===== src/mswl_defs.vh =====
`ifndef MSWL_DEFS_VH
`define MSWL_DEFS_VH

////////////////////////////////////////////////////////////////////////
// clock rate and times in their own units
`define MSWL_CLK_MHZ 125
`define MSWL_STBY_US 600
`define MSWL_HDR_LOW_US 5
`define MSWL_TE_MIN_US 10
`define MSWL_TE_MAX_US 100
`define MSWL_WC_SHORT_MS 5
`define MSWL_WC_LONG_MS 10

////////////////////////////////////////////////////////////////////////
// derived cycle counts (least times round up, longest down; all exact here)
`define MSWL_STBY_CYC (`MSWL_STBY_US * `MSWL_CLK_MHZ)
`define MSWL_HDR_LOW_CYC (`MSWL_HDR_LOW_US * `MSWL_CLK_MHZ)
`define MSWL_TE_MIN_CYC (`MSWL_TE_MIN_US * `MSWL_CLK_MHZ)
`define MSWL_TE_MAX_CYC (`MSWL_TE_MAX_US * `MSWL_CLK_MHZ)
`define MSWL_WC_SHORT_CYC (`MSWL_WC_SHORT_MS * 1000 * `MSWL_CLK_MHZ)
`define MSWL_WC_LONG_CYC (`MSWL_WC_LONG_MS * 1000 * `MSWL_CLK_MHZ)

////////////////////////////////////////////////////////////////////////
// header byte, address family, argument byte count and command codes
`define MSWL_HDR_BYTE 8'h55
`define MSWL_FAMILY 4'ha
`define MSWL_ARG_BYTES 2'h2
`define MSWL_OP_READ 8'h03
`define MSWL_OP_CURRENT_ADDRESS_READ_CMD 8'h06
`define MSWL_OP_WRITE 8'h6c
`define MSWL_OP_WREN 8'h96
`define MSWL_OP_WRDI 8'h91
`define MSWL_OP_RDSR 8'h05
`define MSWL_OP_STATUS_WRITE_CMD 8'h6e
`define MSWL_OP_CLR 8'h6d
`define MSWL_OP_SET 8'h67

`endif


===== src/mswl_skid_buf.v =====
`timescale 1ns/1ps
module mswl_skid_buf #(
  parameter W = 8,
  parameter DEPTH = 2,
  parameter AW = 1
) (
  input wire clk,
  input wire rst,
  input wire in_valid,
  output wire in_ready,
  input wire [W-1:0] in_data,
  output wire out_valid,
  input wire out_ready,
  output wire [W-1:0] out_data
);
  reg [W-1:0] mem_q [0:DEPTH-1];
  reg [AW-1:0] wp_q;
  reg [AW-1:0] rp_q;
  reg [AW:0] cnt_q;
  wire push = in_valid & in_ready;
  wire pop = out_valid & out_ready;

  assign in_ready = (cnt_q != DEPTH[AW:0]);
  assign out_valid = (cnt_q != {(AW+1){1'b0}});
  assign out_data = mem_q[rp_q];

  always @(posedge clk) begin
    if (push) begin
      mem_q[wp_q] <= in_data;
    end
  end

  always @(posedge clk) begin
    if (rst) begin
      wp_q <= {AW{1'b0}};
      rp_q <= {AW{1'b0}};
      cnt_q <= {(AW+1){1'b0}};
    end else begin
      if (push) begin
        wp_q <= (wp_q == DEPTH[AW-1:0] - 1'b1) ? {AW{1'b0}} : wp_q + 1'b1;
      end
      if (pop) begin
        rp_q <= (rp_q == DEPTH[AW-1:0] - 1'b1) ? {AW{1'b0}} : rp_q + 1'b1;
      end
      if (push & ~pop) begin
        cnt_q <= cnt_q + 1'b1;
      end else if (pop & ~push) begin
        cnt_q <= cnt_q - 1'b1;
      end
    end
  end
endmodule


===== src/mswl_link.v =====
`timescale 1ns/1ps
`include "mswl_defs.vh"
module mswl_link #(
  parameter [3:0] DEV_CODE = 4'h0,
  parameter [16:0] STBY_CYC = `MSWL_STBY_CYC,
  parameter [20:0] WC_SHORT_CYC = `MSWL_WC_SHORT_CYC,
  parameter [20:0] WC_LONG_CYC = `MSWL_WC_LONG_CYC
) (
  input wire CLK,
  input wire RESET,
  input wire SIO_IN,
  output wire SIO_OUT,
  output wire SIO_OE_N,
  output wire [7:0] RX_DATA,
  output wire RX_VALID,
  input wire RX_READY,
  input wire [7:0] TX_DATA,
  input wire TX_VALID,
  output wire TX_READY,
  output wire WC_START,
  output wire WC_BULK,
  output wire WRITE_BUSY
);
  localparam [6:0] ST_IDLE = 7'h01;
  localparam [6:0] ST_STBY = 7'h02;
  localparam [6:0] ST_HLOW = 7'h04;
  localparam [6:0] ST_HMEAS = 7'h08;
  localparam [6:0] ST_RXB = 7'h10;
  localparam [6:0] ST_SACK = 7'h20;
  localparam [6:0] ST_TX = 7'h40;
  localparam [2:0] PH_HDR = 3'h0;
  localparam [2:0] PH_ADR = 3'h1;
  localparam [2:0] PH_CMD = 3'h2;
  localparam [2:0] PH_ARG = 3'h3;
  localparam [2:0] PH_DAT = 3'h4;
  localparam [2:0] PH_TXD = 3'h5;
  localparam [1:0] WC_NONE = 2'h0;
  localparam [1:0] WC_SHORT = 2'h1;
  localparam [1:0] WC_LONG = 2'h2;
  localparam [15:0] HDR_LOW_CYC = `MSWL_HDR_LOW_CYC;
  localparam [15:0] TE_MIN_CYC = `MSWL_TE_MIN_CYC;
  localparam [15:0] TE_MAX_CYC = `MSWL_TE_MAX_CYC;

  ////////////////////////////////////////////////////////////////////
  // line synchroniser and edge finder
  reg sync1_q;
  reg sync2_q;
  reg prev_q;
  always @(posedge CLK) begin
    // idle level of the pulled-up line, so leaving reset shows no false rise
    if (RESET) begin
      sync1_q <= 1'b1;
      sync2_q <= 1'b1;
      prev_q <= 1'b1;
    end else begin
      sync1_q <= SIO_IN;
      sync2_q <= sync1_q;
      prev_q <= sync2_q;
    end
  end
  wire edge_any = sync2_q ^ prev_q;
  wire rise = sync2_q & ~prev_q;
  wire fall = ~sync2_q & prev_q;

  ////////////////////////////////////////////////////////////////////
  // standby pulse detector
  reg armed_q;
  reg [16:0] hcnt_q;
  always @(posedge CLK) begin
    if (RESET) begin
      armed_q <= 1'b0;
      hcnt_q <= 17'h0;
    end else begin
      if (rise) begin
        armed_q <= 1'b1;
      end
      if (~sync2_q | ~armed_q) begin
        hcnt_q <= 17'h0;
      end else if (hcnt_q != STBY_CYC) begin
        hcnt_q <= hcnt_q + 17'h1;
      end
    end
  end
  // fires once per high stretch, so a parked high line does not re-trigger
  wire stby_hit = armed_q & sync2_q & (hcnt_q == STBY_CYC - 17'h1);

  ////////////////////////////////////////////////////////////////////
  // bit timing and protocol state
  reg [6:0] state_q;
  reg [15:0] tcnt_q;
  reg [15:0] period_q;
  reg [2:0] sub_q;
  reg [2:0] ecnt_q;
  reg [3:0] bit_q;
  reg [7:0] sh_q;
  reg ph_q;
  reg [2:0] phase_q;
  reg [7:0] cmd_q;
  reg [1:0] nargs_q;
  reg sak_q;
  reg [6:0] go_q;
  reg oe_q;
  reg out_q;
  reg [7:0] txb_q;
  reg push_q;
  reg [7:0] pushd_q;
  reg [20:0] wc_q;
  reg wcs_q;
  reg wcb_q;
  wire buf_rdy;

  // a quarter period either side of the expected mid edge
  wire [15:0] half = {1'b0, period_q[15:1]};
  wire [15:0] quarter = {2'b00, period_q[15:2]};
  wire [15:0] lo = period_q - quarter;
  wire [15:0] hi = period_q + quarter;
  wire missed = tcnt_q > hi;
  wire in_win = edge_any & (tcnt_q >= lo) & ~missed;
  wire ack_take = (state_q == ST_RXB) & in_win & (bit_q == 4'd8);
  wire busy = (wc_q != 21'h0);

  ////////////////////////////////////////////////////////////////////
  // acknowledge decision, taken on the master ack mid edge
  wire ack = rise;
  wire c_rd = (cmd_q == `MSWL_OP_READ);
  wire c_wr = (cmd_q == `MSWL_OP_WRITE);
  wire c_ws = (cmd_q == `MSWL_OP_STATUS_WRITE_CMD);
  wire n_rd = (sh_q == `MSWL_OP_READ);
  wire n_wr = (sh_q == `MSWL_OP_WRITE);
  wire n_ws = (sh_q == `MSWL_OP_STATUS_WRITE_CMD);
  wire n_cr = (sh_q == `MSWL_OP_CURRENT_ADDRESS_READ_CMD);
  wire n_sr = (sh_q == `MSWL_OP_RDSR);
  wire n_wl = (sh_q == `MSWL_OP_WREN) | (sh_q == `MSWL_OP_WRDI);
  wire n_bulk = (sh_q == `MSWL_OP_CLR) | (sh_q == `MSWL_OP_SET);
  wire n_blocked = n_rd | n_cr | n_wr | n_ws | n_bulk;
  wire cmd_ok = (n_rd | n_cr | n_wr | n_ws | n_sr | n_wl | n_bulk) & ~(busy & n_blocked);

  reg d_sak;
  reg [6:0] d_go;
  reg [2:0] d_phase;
  reg [1:0] d_nargs;
  reg d_push;
  reg [1:0] d_wc;
  always @* begin
    d_sak = 1'b0;
    d_go = ST_IDLE;
    d_phase = phase_q;
    d_nargs = nargs_q;
    d_push = 1'b0;
    d_wc = WC_NONE;
    case (phase_q)
      PH_HDR: begin
        if (ack) begin
          d_go = ST_RXB;
          d_phase = PH_ADR;
        end
      end
      PH_ADR: begin
        if (sh_q == {`MSWL_FAMILY, DEV_CODE}) begin
          d_sak = 1'b1;
          d_go = ack ? ST_RXB : ST_STBY;
          d_phase = PH_CMD;
        end
      end
      PH_CMD: begin
        if (cmd_ok) begin
          d_push = 1'b1;
          d_sak = 1'b1;
          if (~ack) begin
            if (n_wl | n_bulk) begin
              d_go = ST_STBY;
              d_wc = n_bulk ? WC_LONG : WC_NONE;
            end else begin
              d_sak = 1'b0;
            end
          end else if (n_wl | n_bulk) begin
            d_sak = 1'b0;
          end else if (n_rd | n_wr) begin
            d_go = ST_RXB;
            d_phase = PH_ARG;
            d_nargs = `MSWL_ARG_BYTES;
          end else if (n_ws) begin
            d_go = ST_RXB;
            d_phase = PH_DAT;
          end else if (TX_VALID) begin
            d_go = ST_TX;
            d_phase = PH_TXD;
          end else begin
            d_sak = 1'b0;
          end
        end
      end
      PH_ARG: begin
        if (ack) begin
          d_push = 1'b1;
          d_sak = 1'b1;
          d_nargs = nargs_q - 2'h1;
          if (nargs_q != 2'h1) begin
            d_go = ST_RXB;
          end else if (c_rd) begin
            d_go = TX_VALID ? ST_TX : ST_IDLE;
            d_sak = TX_VALID;
            d_phase = PH_TXD;
          end else begin
            d_go = ST_RXB;
            d_phase = PH_DAT;
          end
        end
      end
      PH_DAT: begin
        d_push = 1'b1;
        d_sak = 1'b1;
        if (~ack) begin
          d_go = ST_STBY;
          d_wc = (c_wr | c_ws) ? WC_SHORT : WC_NONE;
        end else if (c_ws) begin
          d_sak = 1'b0;
        end else begin
          d_go = ST_RXB;
        end
      end
      PH_TXD: begin
        if (~ack) begin
          d_sak = 1'b1;
          d_go = ST_STBY;
        end else if (TX_VALID) begin
          d_sak = 1'b1;
          d_go = ST_TX;
        end
      end
      default: begin
        d_go = ST_IDLE;
      end
    endcase
    // a full receive buffer cannot take the byte, so refuse it
    if (d_push & ~buf_rdy) begin
      d_sak = 1'b0;
      d_go = ST_IDLE;
    end
    if (d_go == ST_IDLE) begin
      d_push = 1'b0;
      d_wc = WC_NONE;
    end
  end

  ////////////////////////////////////////////////////////////////////
  // main sequencer
  always @(posedge CLK) begin
    if (RESET) begin
      state_q <= ST_IDLE;
      tcnt_q <= 16'h0;
      period_q <= 16'h0;
      sub_q <= 3'h0;
      ecnt_q <= 3'h0;
      bit_q <= 4'h0;
      sh_q <= 8'h0;
      ph_q <= 1'b0;
      phase_q <= PH_HDR;
      cmd_q <= 8'h0;
      nargs_q <= 2'h0;
      sak_q <= 1'b0;
      go_q <= ST_IDLE;
      oe_q <= 1'b0;
      out_q <= 1'b1;
      txb_q <= 8'h0;
      push_q <= 1'b0;
      pushd_q <= 8'h0;
    end else begin
      push_q <= ack_take & d_push;
      if (ack_take) begin
        pushd_q <= sh_q;
      end
      if (tcnt_q != 16'hffff) begin
        tcnt_q <= tcnt_q + 16'h1;
      end
      if (stby_hit) begin
        state_q <= ST_STBY;
        oe_q <= 1'b0;
      end else begin
        case (state_q)
          ST_STBY: begin
            if (fall) begin
              state_q <= ST_HLOW;
              tcnt_q <= 16'h0;
            end
          end
          ST_HLOW: begin
            if (rise) begin
              tcnt_q <= 16'h0;
              ecnt_q <= 3'h0;
              period_q <= 16'h0;
              sub_q <= 3'h0;
              state_q <= (tcnt_q >= HDR_LOW_CYC - 16'h1) ? ST_HMEAS : ST_IDLE;
            end
          end
          ST_HMEAS: begin
            // 0x55 has only mid edges: seven periods between first and eighth
            // first edge's own cycle counts too, else an exact minimum period reads short
            if ((ecnt_q != 3'h0) | edge_any) begin
              if (sub_q == 3'h6) begin
                sub_q <= 3'h0;
                period_q <= period_q + 16'h1;
              end else begin
                sub_q <= sub_q + 3'h1;
              end
            end
            if (period_q > TE_MAX_CYC) begin
              state_q <= ST_IDLE;
            end else if (edge_any) begin
              ecnt_q <= ecnt_q + 3'h1;
              tcnt_q <= 16'h0;
              if (ecnt_q == 3'h7) begin
                state_q <= (period_q < TE_MIN_CYC) ? ST_IDLE : ST_RXB;
                bit_q <= 4'd8;
                phase_q <= PH_HDR;
              end
            end
          end
          ST_RXB: begin
            if (missed) begin
              state_q <= ST_IDLE;
            end else if (in_win) begin
              tcnt_q <= 16'h0;
              if (bit_q != 4'd8) begin
                sh_q <= {sh_q[6:0], rise};
                bit_q <= bit_q + 4'h1;
              end else begin
                sak_q <= d_sak;
                go_q <= d_go;
                phase_q <= d_phase;
                nargs_q <= d_nargs;
                ph_q <= 1'b0;
                state_q <= ST_SACK;
                if (phase_q == PH_CMD) begin
                  cmd_q <= sh_q;
                end
              end
            end
          end
          ST_SACK: begin
            if (~ph_q) begin
              if (tcnt_q == half) begin
                oe_q <= sak_q;
                out_q <= 1'b0;
              end else if (tcnt_q == period_q) begin
                out_q <= 1'b1;
                tcnt_q <= 16'h0;
                ph_q <= 1'b1;
              end
            end else if (tcnt_q == half) begin
              bit_q <= 4'h0;
              state_q <= go_q;
              if (go_q == ST_TX) begin
                txb_q <= TX_DATA;
                out_q <= ~TX_DATA[7];
                oe_q <= 1'b1;
              end else begin
                oe_q <= 1'b0;
              end
            end
          end
          ST_TX: begin
            if (~ph_q) begin
              if (tcnt_q == half) begin
                if (bit_q == 4'd8) begin
                  oe_q <= 1'b0;
                  state_q <= ST_RXB;
                end else begin
                  out_q <= ~txb_q[7];
                  ph_q <= 1'b1;
                end
              end
            end else if (tcnt_q == period_q) begin
              out_q <= txb_q[7];
              txb_q <= {txb_q[6:0], 1'b0};
              bit_q <= bit_q + 4'h1;
              tcnt_q <= 16'h0;
              ph_q <= 1'b0;
            end
          end
          ST_IDLE: begin
            oe_q <= 1'b0;
          end
          default: begin
            state_q <= ST_IDLE;
            oe_q <= 1'b0;
          end
        endcase
      end
    end
  end

  ////////////////////////////////////////////////////////////////////
  // self-timed write cycle; keeps running through standby
  always @(posedge CLK) begin
    if (RESET) begin
      wc_q <= 21'h0;
      wcs_q <= 1'b0;
      wcb_q <= 1'b0;
    end else begin
      wcs_q <= 1'b0;
      if (ack_take & (d_wc != WC_NONE)) begin
        wc_q <= (d_wc == WC_LONG) ? WC_LONG_CYC : WC_SHORT_CYC;
        wcs_q <= 1'b1;
        wcb_q <= (d_wc == WC_LONG);
      end else if (busy) begin
        wc_q <= wc_q - 21'h1;
      end
    end
  end

  ////////////////////////////////////////////////////////////////////
  // received bytes toward the user
  mswl_skid_buf #(
    .W(8),
    .DEPTH(2),
    .AW(1)
  ) u_rx_buf (
    .clk(CLK),
    .rst(RESET),
    .in_valid(push_q),
    .in_ready(buf_rdy),
    .in_data(pushd_q),
    .out_valid(RX_VALID),
    .out_ready(RX_READY),
    .out_data(RX_DATA)
  );

  assign TX_READY = (state_q == ST_SACK) & ph_q & (tcnt_q == half) & (go_q == ST_TX);
  assign SIO_OUT = out_q;
  assign SIO_OE_N = ~oe_q;
  assign WC_START = wcs_q;
  assign WC_BULK = wcb_q;
  assign WRITE_BUSY = busy;
endmodule


===== config.mk =====
export PLATFORM = sky130hd
export DESIGN_NAME = mswl_link
export DESIGN_NICKNAME = d
export VERILOG_FILES = /design/src/mswl_skid_buf.v /design/src/mswl_link.v
export VERILOG_INCLUDE_DIRS = /design/src
export SDC_FILE = /design/constraint.sdc
export NUM_CORES = 1
export LEC_CHECK = 0
export BUFFER_PORTS_ARGS = -buffer_cell sky130_fd_sc_hd__buf_2
export CAP_MARGIN = 10
export CELL_PAD_IN_SITES_DETAIL_PLACEMENT = 2
export CELL_PAD_IN_SITES_GLOBAL_PLACEMENT = 2
export CORE_ASPECT_RATIO = 0.75
export CORE_MARGIN = 4
export CORE_UTILIZATION = 39
export DETAILED_ROUTE_END_ITERATION = 10
export PLACE_DENSITY_LB_ADDON = 0.1
export SETUP_SLACK_MARGIN = 0.1
export SYNTH_ARGS = -nofsm -noshare
export SYNTH_HDL_FRONTEND = slang
export SYNTH_SLANG_ARGS = --single-unit
export TNS_END_PERCENT = 30

===== constraint.sdc =====
create_clock -name CLK -period 6.4 [get_ports CLK]
set_input_delay 0.64 -clock CLK [delete_from_list [all_inputs] [get_ports CLK]]
set_output_delay 0.64 -clock CLK [all_outputs]
set_load 0.005 [all_outputs]

# --- After elaboration in Yosys (flattened, before gate mapping) ---
# Memory sizes are Yosys's and may differ from the RTL's. A register that Yosys moved wholly into a read port is not among the register bits.
# Index checks and enable logic that the tools add are counted.
classes:
  n_div: 0
  bitwise_logic: 50
  add_sub_neg: 14
  eq_ne: 94
  n_shift: 0
  muxes: 170
  mul: 0
  n_reduce_logical: 31
  magnitude_cmp: 5
op_table:
  columns: ["op", "n"]
  rows:
  - ["$mux 16", 15]
  - ["$mux 7", 24]
  - ["$pmux 16 s6", 1]
  - ["$ne 3x3->1 const B", 24]
  - ["$mux 21", 3]
  - ["$mux 3", 21]
  - ["$mux 1", 54]
  - ["$ne 2x2->1 const B", 25]
  - ["$pmux 7 s7", 1]
  - ["$eq 8x7->1 const B", 6]
  - ["$mux 4", 11]
  - ["$pmux 7 s6", 1]
  - ["$mux 8", 5]
  - ["$reduce_and 12->1", 3]
  - ["$add 16x1->16 const B", 2]
  - ["$pmux 16 s2", 1]
  - ["$mux 5", 6]
  - ["$reduce_and 5->1", 6]
  - ["$mux 2", 14]
  - ["$eq 8x8->1 const B", 3]
  - ["$reduce_bool 21->1", 1]
  - ["$sub 21x1->21 const B", 1]
  - ["$and 1x1->1", 20]
  - ["$ne 4x4->1 const B", 5]
  - ["other kinds (58)", 111]
word_totals:
  inputBits: 13
  n_memories: 1
  ff_bits: 146
  mem_bits_rw: 16
  out_inout_bits: 15
  rom_bits: 0
  elab_cells: 395
  latchBits: 0
mem_list:
  columns: ["name", "depth", "width", "read_ports", "rd_clocked_by_memory_dff", "write_ports", "line", "text"]
  rows:
  - ["u_rx_buf.mem_q", 2, 8, 1, 1, 1, "mswl_skid_buf.v:16", "reg [W-1:0] mem_q [0:DEPTH-1];"]

# --- Longest topological paths before layout ---
depth:
  word_depth: 17
  depth_mapped: 20
  mapped_depth_nobuf: 19

# --- By module ---
# From an unflattened synthesis, not the netlist that was laid out.
unflattened:
  cells_unflattened: 1283
  hier_area_um2: 10644.0
modules_own_cells:
  columns: ["mod", "area_each_um2", "cells_each", "seq_area_each_um2", "instances"]
  rows:
  - ["mswl_link", 9838.2, 1234, 2782.7, 1]
  - ["mswl_skid_buf", 805.8, 49, 580.6, 1]

# --- Least setup slack after synthesis ---
# Ideal clock, no wire load.
synth_timing:
  kind: "reg-to-reg"
  start: "register period_q[10]"
  end: "register wc_q[11]"
  setup_ns: 0.123
  slack_ns: 1.569
  arrival_ns: 4.708
  n_path_buf: 3
  period_less_slack_ns: 4.831
  path_stages_with_launch: 20
  required_ns: 6.277
  cell_sequence: "dfxtp_1 > clkbuf_1 > inv_1 > ha_1 > clkbuf_1 > nor2_1 > a21oi_1 > a21boi_0 > a21oi_1 > a222oi_1 > xnor2_1 > ha_1 > a211o_1 > a21oi_1 > o211ai_1 > o31ai_1 > nand3_1 > nor4_4 > buf_6 > o21ai_1"
synth_via:
  elab_chain_cells: 8
  word_cells_on_any_way: 12
  classes_between: "add/sub: 2; order compare: 2; mux: 1; bitwise: 6; reduce/logical: 1"
synth_lines:
  columns: ["item", "line", "text"]
  rows:
  - ["from (decl)", "mswl_link.v:91", "reg [15:0] period_q;"]
  - ["from (signal assigned)", "mswl_link.v:302", "period_q <= period_q + 16'h1;"]
  - ["$sub 16x14->16 or $add 16x14->16 (tied branches)", "mswl_link.v:115, mswl_link.v:116", null]
  - ["$ge 16x16->1 or $gt 16x16->1 (tied branches)", "mswl_link.v:118, mswl_link.v:117", null]
  - ["$and 1x1->1 or $not 1->1 (tied branches)", null, null]
  - ["$and 1x1->1 *", "mswl_link.v:118", "wire in_win = edge_any & (tcnt_q >= lo) & ~missed;"]
  - ["$and 1x1->1 * (2 in series)", "mswl_link.v:119", "wire ack_take = (state_q == ST_RXB) & in_win & (bit_q == 4'd8);"]
  - ["$and 1x1->1 *", "mswl_link.v:402", "if (ack_take & (d_wc != WC_NONE)) begin"]
  - ["$mux 21 or $reduce_bool 2->1 (tied branches)", null, null]
  - ["to (signal assigned)", "mswl_link.v:403", "wc_q <= (d_wc == WC_LONG) ? WC_LONG_CYC : WC_SHORT_CYC;"]
  - ["to (signal assigned)", "mswl_link.v:407", "wc_q <= wc_q - 21'h1;"]
  - ["to (decl)", "mswl_link.v:107", "reg [20:0] wc_q;"]
# Every way passes the cells marked *; elsewhere a longest branch is shown, timed or not.
# A chain may end at the register's enable or synchronous reset.

# --- Worst setup path after layout ---
layout_timing:
  start: "register period_q[2]"
  end: "register tcnt_q[7]"
layout_via:
  elab_chain_cells: 8
  word_cells_on_any_way: 19
  classes_between: "add/sub: 2; order compare: 3; eq/ne: 2; mux: 9; bitwise: 3"
layout_lines:
  columns: ["item", "line", "text"]
  rows:
  - ["$sub 16x14->16 or $add 16x14->16 (tied branches)", "mswl_link.v:115, mswl_link.v:116", null]
  - ["$ge 16x16->1 or $gt 16x16->1 (tied branches)", "mswl_link.v:118, mswl_link.v:117", null]
  - ["$and 1x1->1 or $not 1->1 (tied branches)", null, null]
  - ["$and 1x1->1", "mswl_link.v:118", null]
  - ["$mux 16", "mswl_link.v:322", "end else if (in_win) begin"]
  - ["$mux 16", "mswl_link.v:320", "if (missed) begin"]
  - ["$pmux 16 s6 *", "mswl_link.v:280", "case (state_q)"]
  - ["$mux 16 *", "mswl_link.v:276", "if (stby_hit) begin"]
  - ["to (signal assigned)", "mswl_link.v:274", "tcnt_q <= tcnt_q + 16'h1;"]
  - ["to (decl)", "mswl_link.v:90", "reg [15:0] tcnt_q;"]
# Marks and branches as above.

==> flow_summary.toml <==
[sta]
finClkSkew_ps = 15.6
fin_tns_setup_ps = 0
final-hold-violation-count = 0
fin_crit_sh = 0.866
drv_slew = 0
max_freq_mhz = 180
fin_crit_ps = 5550
slew_headroom = 0.216
finalSetupViolCount = 0
tightest_slew_ps = 1170
rsz0062_at_grt = "false"

[setup_path]
path_class = "reg2reg"
cp-start-kind = "register"
worst-path-max-fanout = 16
worstPathRequired_ps = 6720
crit_arrival_ps = 5860
endpoint_kind = "register"

[synth]
ys_seq_area_frac = 0.309
syn-cell-area_um2 = 10900
ys.flop_type = "dfxtp_1"
syn_avg_cell_area_um2 = 8.24
synth_top_family_by_area = "simple AND/OR/NAND/NOR gates"
async_flop_share = 0
synth-adder-area-share = 0.0933
synth_edf_count = 16
syn_nets = 1415
yosysTopAreaCellShare = 0.265
synth_area_leader_cell = "dfxtp_1"
synthMuxAreaShare = 0.0354
synth_compound_area_frac = 0.160
synth_xor_area_frac = 0.0933
synthTopCellsByArea = "dfxtp_1, ha_1, xnor2_1"
ys_seq_elements = 160
synthCells = 1322
synth-simple-area-share = 0.261
ys_types = 86
synth_warnings = 0

[final_layout]
final_common_cell = "dfxtp_1"
multi_input_area_um2 = 7010
final_cells = 1662
drive_above_1_share = 0.0770
ff_latch_area_um2 = 3360
nFillCells = 3067
nets = 1391
area_growth_pct = 8.84
antenna_cells = 0
final_cell_mix = "dfxtp_1, nor2_1, nand2_1, ha_1, a21oi_1"

[drt]
wl_mm = 37.6
vias = 10100
drtIter0Drc = 650
wl_per_cell_um = 22.6
via_per_inst = 6.05
drc = 0
drt-pass1-iter-count = 5
drtAntennaViolNets = 0

[floorplan]
die_y_um = 153
initial_core_util = 0.400
die_w_um = 201
rows = 52
dieArea_um2 = 30700
core_region_area_um2 = 27300
io_pins = 28

[power_and_ir_drop]
powerDensity_nw_per_um2 = 240
switching_power_mw = 0.890
vdd_drop_max_uv = 165
power_frac_seq = 0.399
p_leak_nw = 4.47
p_sw_frac = 0.314
combPwrFrac = 0.199
p_total_mw = 2.84
intPower_mw = 1.95
p_clk_frac = 0.401

[placement]
port_buffers = 27
dp_hpwl_mm = 28.2
place.gp.congestion = 0.856
placed_cells = 1630

[clocking]
cts_setup_buffers = 0
cts.sinks = 160
ctsRootBufferMaster = "clkbuf_16"
cts_resized = 0
numCtsBuffers = 17
clock_latency_ps = 450
clk_pin_slew_ps = 70
cts_max_level = 4
cts_buffer_depth = 2
holdBufCountCts = 0
tritoncts = "yes"

[global_route]
overflow = 0
antenna_found_initial = 1
grt_max_degree = 66
grt_pass1_wl_mm = 60.0
grt_usage = 0.243
grt_pass1_vias = 10400

[worst_hold_path]
hold_class = "in2reg"

[outcome]
run_status = "finished, final reports clean"

[flow_run]
drv_cap = 0
## stage by stage
| stage | util | setup WS, ps | cell area, um2 | hold WS [ps] |
|---|---|---|---|---|
| 6_report | 0.435 | 855 | 11900 | 372 |
| 3_5_place_dp | 0.412 | 913 | 11200 | 428 |
| 5_1_grt | 0.435 | 323 | 11900 | 351 |
| 3_3_place_gp | 0.412 | 1200 | 11200 | 422 |
| 4_1_cts | 0.435 | 876 | 11900 | 356 |
| 2_1_floorplan | - | 1570 | 10900 | 389 |
## flip-flops by register name (all words and copies together), names as in the netlist, 16 cells and up, named ones only
| name | flops |
|---|---|
| u_rx_buf.mem_q | 16 |
| tcnt_q | 16 |
| wc_q | 21 |
| period_q | 16 |
| hcnt_q | 17 |
## synthesized netlist by cell type, types with 5 or more instances
library cell    n
buf_1           5
and2_1          6
nand4_1        45
and4_1          6
xor2_1         42
nor4_1         19
nand3_1        49
o211ai_1       12
a211oi_1        5
nor4b_1         8
inv_1          56
o41ai_1         9
nand2_1        89
o21a_1          8
buf_2           5
a21oi_1        75
or3_1          14
nor3_1         51
ha_1           78
o31ai_1        11
edfxtp_1       16
o21ai_0        43
nor2_1        139
xnor2_1        74
o31a_1          6
or2_2           6
mux2_2         12
o21ai_1         5
nor3b_1         8
a31oi_1        11
or4_1          17
nand4b_1        5
a21o_1          6
clkbuf_1       66
nor2b_1        19
mux2i_1        25
and3_1         11
a311oi_1       10
nand2b_1       18
dfxtp_1       144
## worst paths after layout
kind,slack [ps],startpoint,cells after the start,end
setup reg to reg,850,period_q[2],17,tcnt_q[7]
hold / removal,370,SIO_IN,2,sync1_q
setup / recovery,850,period_q[2],17,tcnt_q[7]
hold reg to reg,430,sync1_q,1,sync2_q
## final cells by class
class / instances / share of cell area
clock buffers: 17 / 0.0359
clock inverters: 15 / 0.0173
inverters: 59 / 0.0187
multi-input cells: 1026 / 0.591
flip-flops and latches: 160 / 0.284
well taps: 351 / 0.0370
repair buffers: 34 / 0.0160
## power groups by stage
stage	Combinational, mW	Clock, mW	Sequential, mW
global placement	0.539	0	1.15
floorplan	0.443	0	1.12
CTS	0.570	1.16	1.13
detailed placement	0.558	0	1.15
finish	0.566	1.14	1.13
global route	0.630	1.20	1.14
## worst max-delay path, stage by stage (launching register included)
cell and delay [ps]:
dfxtp_1 640, ha_1 290, inv_1 60, fa_1 410, a21o_1 180, a21oi_1 210, nor2b_1 110, o211ai_1 280
a31oi_1 220, or4_1 460, nand3_1 110, ha_1 140, nand4_1 110, a2111oi_0 530, a21oi_1 220, o21ai_1 610
a41o_1 690, nor2_1 120
## kinds of logic (layout without fill, tap and decap cells)
family                     after synthesis  after routing
and+or+nand+nor                        534            534
xor gates and xnor gates               116            116
DFF                                    160            160
AOI/OAI and AO/OA                      259            259
adders and majority gates               80             80
buffers and inverters                  136            125
muxes                                   37             37
## routing by layer
| metal | vias to the layer above | track usage | wire (um) |
|---|---|---|---|
| li1 | 4740 | - | - |
| met3 | 23 | 0.0472 | 1670 |
| met5 | - | 0 | 0 |
| met2 | 166 | 0.363 | 15900 |
| met1 | 5123 | 0.369 | 19700 |
| met4 | 0 | 0.0380 | 301 |
Note: power is estimated with default switching activity, not from simulation.
